==> src/verilog/config_glue_pkg.sv <==
package config_glue_pkg;

  // ---------------------------------------------------------------
  // Nonvolatile locations
  // ---------------------------------------------------------------
  localparam logic [23:0] OPTION_BYTE_ADDR  = 24'hfffe0e;
  localparam logic [23:0] REF_SUPPLY_ADDR   = 24'h1fc040;
  localparam logic [23:0] REF_EXTERNAL_ADDR = 24'h1fc042;

  // ---------------------------------------------------------------
  // Option byte fields
  // ---------------------------------------------------------------
  localparam int OPTION_RATE_LSB   = 0;
  localparam int OPTION_RATE_MSB   = 2;
  localparam int OPTION_WINDOW_POS = 3;

  // ---------------------------------------------------------------
  // Reset values and codes
  // ---------------------------------------------------------------
  localparam logic [2:0] RATE_RESET         = 3'h0;
  localparam logic       WINDOW_RESET       = 1'b0;
  localparam logic [7:0] TRACE_READ_DATA    = 8'h00;
  localparam logic [1:0] CAP_SEL_PIN        = 2'h0;
  localparam logic [1:0] CAP_SEL_SERIAL0    = 2'h1;
  localparam logic [1:0] CAP_SEL_SERIAL1    = 2'h2;
  localparam int         REF_WIDTH          = 12;
  localparam int         REF_PAD            = 4;

  typedef enum logic [1:0] {
    LOAD_REQUEST,
    LOAD_WAIT,
    LOAD_DONE
  } load_state_e;

  typedef struct packed {
    logic [23:0] addr;
    logic        req;
  } nv_req_s;

  typedef struct packed {
    logic [7:0] data;
    logic       valid;
  } nv_rsp_s;

  typedef struct packed {
    logic [2:0] watchdog_rate_field;
    logic       watchdog_window_bit;
    logic       loaded;
  } watchdog_cfg_s;

  typedef struct packed {
    logic [7:0] data;
    logic       valid;
  } debug_rsp_s;

  typedef struct packed {
    load_state_e   state;
    nv_req_s       nv_req;
    watchdog_cfg_s wd;
    debug_rsp_s    dbg;
    logic          capture3_in;
    logic          io_supply_lvr_enable;
  } glue_state_s;

endpackage

==> src/verilog/device_level_config_glue.sv <==
module device_level_config_glue #(
  parameter logic [11:0] REF_SUPPLY_RESULT   = 12'h000,
  parameter logic [11:0] REF_EXTERNAL_RESULT = 12'h000
) (
  input  wire logic                          clk,
  input  wire logic                          reset,
  output logic      [23:0]                   nv_addr,
  output logic                               nv_read_req,
  input  wire config_glue_pkg::nv_rsp_s      nv_rsp,
  output config_glue_pkg::watchdog_cfg_s     watchdog_cfg,
  input  wire logic                          trace_buffer_read_cmd,
  output config_glue_pkg::debug_rsp_s        debug_rsp,
  input  wire logic [1:0]                    capture3_input_select,
  input  wire logic                          timer0_ch3_pin,
  input  wire logic                          serial0_rx,
  input  wire logic                          serial1_rx,
  output logic                               timer0_capture3_in,
  input  wire logic                          regulator_reduced_power,
  output logic                               io_supply_lvr_enable
);

  // ---------------------------------------------------------------
  // Pin synchronisers
  // ---------------------------------------------------------------
  // Pins are asynchronous; two stages before the capture mux.
  logic [2:0] pin_meta_q;
  logic [2:0] pin_sync_q;

  always_ff @(posedge clk) begin
    if (reset) begin
      pin_meta_q <= 3'h0;
      pin_sync_q <= 3'h0;
    end else begin
      pin_meta_q <= {serial1_rx, serial0_rx, timer0_ch3_pin};
      pin_sync_q <= pin_meta_q;
    end
  end

  // ---------------------------------------------------------------
  // Info-row reference words
  // ---------------------------------------------------------------
  // Left-justified: low nibble of each 16-bit word reads zero.
  function automatic logic [7:0] info_row_byte(input logic [23:0] a);
    logic [15:0] w;
    w = 16'h0000;
    if (a[23:1] == config_glue_pkg::REF_SUPPLY_ADDR[23:1]) begin
      w = {REF_SUPPLY_RESULT, {config_glue_pkg::REF_PAD{1'b0}}};
    end else if (a[23:1] == config_glue_pkg::REF_EXTERNAL_ADDR[23:1]) begin
      w = {REF_EXTERNAL_RESULT, {config_glue_pkg::REF_PAD{1'b0}}};
    end
    // Big-endian: even address holds the upper byte
    return a[0] ? w[7:0] : w[15:8];
  endfunction

  // ---------------------------------------------------------------
  // State
  // ---------------------------------------------------------------
  config_glue_pkg::glue_state_s s_q;
  config_glue_pkg::glue_state_s s_d;

  always_comb begin
    s_d = s_q;
    s_d.nv_req.req = 1'b0;
    case (s_q.state)
      config_glue_pkg::LOAD_REQUEST: begin
        s_d.nv_req.addr = config_glue_pkg::OPTION_BYTE_ADDR;
        s_d.nv_req.req  = 1'b1;
        s_d.state       = config_glue_pkg::LOAD_WAIT;
      end
      config_glue_pkg::LOAD_WAIT: begin
        if (nv_rsp.valid) begin
          s_d.wd.watchdog_rate_field = ~nv_rsp.data[config_glue_pkg::OPTION_RATE_MSB:
                                                    config_glue_pkg::OPTION_RATE_LSB];
          s_d.wd.watchdog_window_bit =
            ~nv_rsp.data[config_glue_pkg::OPTION_WINDOW_POS];
          s_d.wd.loaded = 1'b1;
          s_d.state     = config_glue_pkg::LOAD_DONE;
        end
      end
      config_glue_pkg::LOAD_DONE: begin
        s_d.state = config_glue_pkg::LOAD_DONE;
      end
      default: begin
        s_d.state = config_glue_pkg::LOAD_REQUEST;
      end
    endcase

    // No trace buffer exists, so every read answers zero
    s_d.dbg.valid = trace_buffer_read_cmd;
    s_d.dbg.data  = config_glue_pkg::TRACE_READ_DATA;

    case (capture3_input_select)
      config_glue_pkg::CAP_SEL_SERIAL0: s_d.capture3_in = pin_sync_q[1];
      config_glue_pkg::CAP_SEL_SERIAL1: s_d.capture3_in = pin_sync_q[2];
      config_glue_pkg::CAP_SEL_PIN:     s_d.capture3_in = pin_sync_q[0];
      // Reserved code falls back to the pin, the safest routing
      default:                          s_d.capture3_in = pin_sync_q[0];
    endcase

    s_d.io_supply_lvr_enable = ~regulator_reduced_power;
  end

  always_ff @(posedge clk) begin
    if (reset) begin
      s_q.state                  <= config_glue_pkg::LOAD_REQUEST;
      s_q.nv_req                 <= '0;
      s_q.wd.watchdog_rate_field <= config_glue_pkg::RATE_RESET;
      s_q.wd.watchdog_window_bit <= config_glue_pkg::WINDOW_RESET;
      s_q.wd.loaded              <= 1'b0;
      s_q.dbg                    <= '0;
      s_q.capture3_in            <= 1'b0;
      s_q.io_supply_lvr_enable   <= 1'b1;
    end else begin
      s_q <= s_d;
    end
  end

  // ---------------------------------------------------------------
  // Info-row read port
  // ---------------------------------------------------------------
  // Reference words are looked up from the option-byte fetch address
  // s_q.nv_req.addr; info_row_data_q drives no output port.
  logic [7:0] info_row_data_q;

  always_ff @(posedge clk) begin
    if (reset) begin
      info_row_data_q <= 8'h00;
    end else begin
      info_row_data_q <= info_row_byte(s_q.nv_req.addr);
    end
  end

  assign nv_addr              = s_q.nv_req.addr;
  assign nv_read_req          = s_q.nv_req.req;
  assign watchdog_cfg         = s_q.wd;
  assign debug_rsp            = s_q.dbg;
  assign timer0_capture3_in   = s_q.capture3_in;
  assign io_supply_lvr_enable = s_q.io_supply_lvr_enable;

endmodule

==> config.mk <==
export PLATFORM = sky130hd
export DESIGN_NAME = device_level_config_glue
export DESIGN_NICKNAME = d
export VERILOG_FILES = /design/src/verilog/config_glue_pkg.sv /design/src/verilog/device_level_config_glue.sv
export SDC_FILE = /design/constraint.sdc
export NUM_CORES = 1
export LEC_CHECK = 0
export BUFFER_PORTS_ARGS = -buffer_cell sky130_fd_sc_hd__buf_2
export CORE_UTILIZATION = 35
export CTS_CLUSTER_DIAMETER = 200
export DETAILED_ROUTE_END_ITERATION = 10
export PLACE_DENSITY = 0.71
export SLEW_MARGIN = 20
export SYNTH_ARGS = -nofsm -noshare
export SYNTH_HDL_FRONTEND = slang
export SYNTH_SLANG_ARGS = --single-unit
==> constraint.sdc <==
create_clock -name clk -period 1 [get_ports clk]
set_clock_uncertainty 0.05 [all_clocks]
set_input_delay 0.05 -clock clk [delete_from_list [all_inputs] [get_ports clk]]
set_output_delay 0.05 -clock clk [all_outputs]
set_load 0.005 [all_outputs]
==> metrics.md <==
| Metric | Value |
|---|---|
| Outcome | finished with violations |
| Failing checks | setup timing |
| Top delay family on crit path | flip-flops |
| Worst Setup Start Kind | register |
| HP Class | in -> reg |
| Distinct cells, synth | 14 |
| Htree depth | 1 |
| Leak Pwr | 0.5709 nW |
| IO Pins | 59 |
| Post-Syn Area | 929.6 um2 |
| Kind of critical path | reg -> reg |
| Synth Register Bits | 18 |
| Worst path slowest cell | dfxtp_2 |
| Total congestion overflow | 0 |
| CTS tree | yes |
| Global-route wire length before repair | 2.021 mm |
| Number of diodes | 0 |
| Port Buffer Count | 40 |
| Sequential fraction of the synthesis area | 38.76% |
| Total power | 0.002369 W |
| Row count | 18 |
| Max-slew violation count | 0 |
| Nets@finish | 148 |
| Post-Synthesis Cells | 97 |
| Setup crit end kind | register |
| Core area | 0.002500 mm2 |
| Max incr delay on CP | 0.35 ns |
| Die Ht | 53.54 um |
| RD Place Congestion | 0.5912 |
| Initial antenna violation count | 0 |
| Setup WS post-layout | -0.09790 ns |
| DR DRC count | 0 |
| Setup violators final | 7 |
| CTS max path bufs | 2 |
| CP Data Arrival Time | 1.22 ns |
| Final wirelength | 1.389 mm |
| Critical path, cell by cell | inv_2 > buf_4 > ha_4 > mux2i_1 > nor2_1 |
| Number of antenna-violating nets in the routed design | 0 |
| Fin. Hold Viols | 0 |
| Hpwl dp | 973.8 um |
| Clock sinks | 18 |
| CP required | 1.12 ns |
| Reg clk slew, reported paths | 0.10 ns |
| Area Overhead vs Synth | 21.53% |
| RSZ-0062 raised after global routing | true |
| Initial Utilization | 37.19% |
| Fin crit period | 1.098 ns |
| Num CTS Buffers | 3 |
| Vias | 587 |
| Die W | 53.54 um |
| Vias in the first global route | 449 |
| Non-filler cells, final | 155 |
| Dominant cells by area after synthesis | dfxtp_1, buf_4, nor2b_1 |
| Largest net degree at the start of global routing | 20 |
| Tcrit/Tclk final | 109.8% |
| GR Util All Layers | 9.735% |
| DR vias/cell | 3.787 |
| Crit Path Max Fanout | 2 |
| Fmax | 0.9108 GHz |
| DRT iter0 DRCs | 4 |
| CTS root buffer | clkbuf_4 |
| Clock Latency Late Sink | 0.28 ns |
| Yosys warnings | 0 |
| Die area | 0.002866 mm2 |
| P per Cell Area | 2097 mW/mm2 |
| Syn Area/Cell | 9.584 um2 |
| Yosys top cell by area | dfxtp_1 |
| WL per Instance | 8.961 um |
| Inst Count DP | 140 |
| Max-Cap Viols | 0 |
| Setup TNS | -0.3852 ns |
| Share of cells above drive strength 1 | 51.20% |
| Post-synth top area share | 38.76% |
| WP buf/inv | 2 |
| Min Hold Slack | 0.08737 ns |
| Number of detailed-route iterations in the first pass | 2 |
| Maximum VDD drop | 1.025 mV |
-- final timing paths --
kind                 start            end  slack [ns]  cells past startpoint
max                s_q[42]        s_q[42]        -0.1                      5
min                  reset     nv_addr[1]        0.09                      2
max reg2reg        s_q[42]        s_q[42]        -0.1                      5
min reg2reg  pin_meta_q[2]  pin_sync_q[2]        0.40                      1
-- placed cells by master (no fill, tap or decap) --
cell	instances
buf_2	40
dfxtp_1	15
conb_1	14
nor2b_1	9
dlygate4sd3_1	9
nor2_1	5
nor2_4	4
a211oi_2	4
clkbuf_4	3
inv_1	2
inv_2	2
mux2i_1	2
ha_1	2
ha_4	2
dfxtp_4	2
and2_4	1
nor2_2	1
a221oi_1	1
nor3_1	1
nand2b_1	1
nand2b_4	1
clkbuf_8	1
and2_2	1
buf_4	1
dfxtp_2	1
-- report_power, final --
part,switching [W],internal (W)
Clock,0.000224,0.000222
Sequential,0.000123,0.000866
Combinational,0.000423,0.000512
Total,0.000770,0.00160
-- cell type report --
class,count,area [um2]
Multi-Input combinational cell,49,374.1
Sequential cell,18,369.1
Timing Repair Buffer,50,297.8
Clock buffer,4,36.28
Fill cell,235,1370
Inverter,4,15.01
Tap cell,30,37.54
-- flip-flops by register name (all words and copies together) (netlist names) --
name / count
watchdog_cfg: 5
pin_meta_q: 3
pin_sync_q: 3
s_q: 2
debug_rsp: 1
io_supply_lvr_enable: 1
nv_addr: 1
nv_read_req: 1
timer0_capture3_in: 1
-- Yosys cell counts --
master / instances
buf_4: 39
nor3_1: 1
and2_1: 1
nand2b_1: 2
inv_1: 4
a211oi_2: 4
nor2_1: 10
a221oi_1: 1
dfxtp_1: 18
buf_6: 1
mux2i_1: 2
ha_1: 4
nor2b_1: 9
conb_1: 1
-- repair_timing --
action                                  CTS  global route
hold buffers                              9             0
gates resized for setup                   3             4
hold endpoints to repair                  9             0
buffers inserted                          0             1
pin swaps                                 8             2
cloned                                    1             0
endpoints found under the setup margin   25            25
-- metal layers --
layer | part of all wire [%] | vias up | global-route usage, %
li1 | - | 309 | -
met1 | 42 | 251 | 11.79
met2 | 53 | 25 | 16.04
met3 | 3.7 | 2 | 2.825
met4 | 1.1 | 0 | 3.947
met5 | 0 | - | 0
-- kinds of logic after synthesis --
group                    synth area share [%]
flip-flops                              38.76
AND/OR/NAND/NOR                         12.65
AO/OA/AOI/OAI                           6.326
adder cells (fa/ha/maj)                 5.384
buffers and inverters                   34.32
other                                  0.4034
multiplexers                            2.154
-- per-stage QoR --
stage	cell area [um2]	worst slack (ns)	utilization (%)
3_3_place_gp	959.7	-0.08039	38.39
3_5_place_dp	959.7	-0.1223	38.39
5_1_grt	1130	-0.1445	45.20
4_1_cts	1105	-0.07115	44.19
2_1_floorplan	1030	-0.09003	-
6_report	1130	-0.09790	45.20
Power figures use the tool's default switching activity.
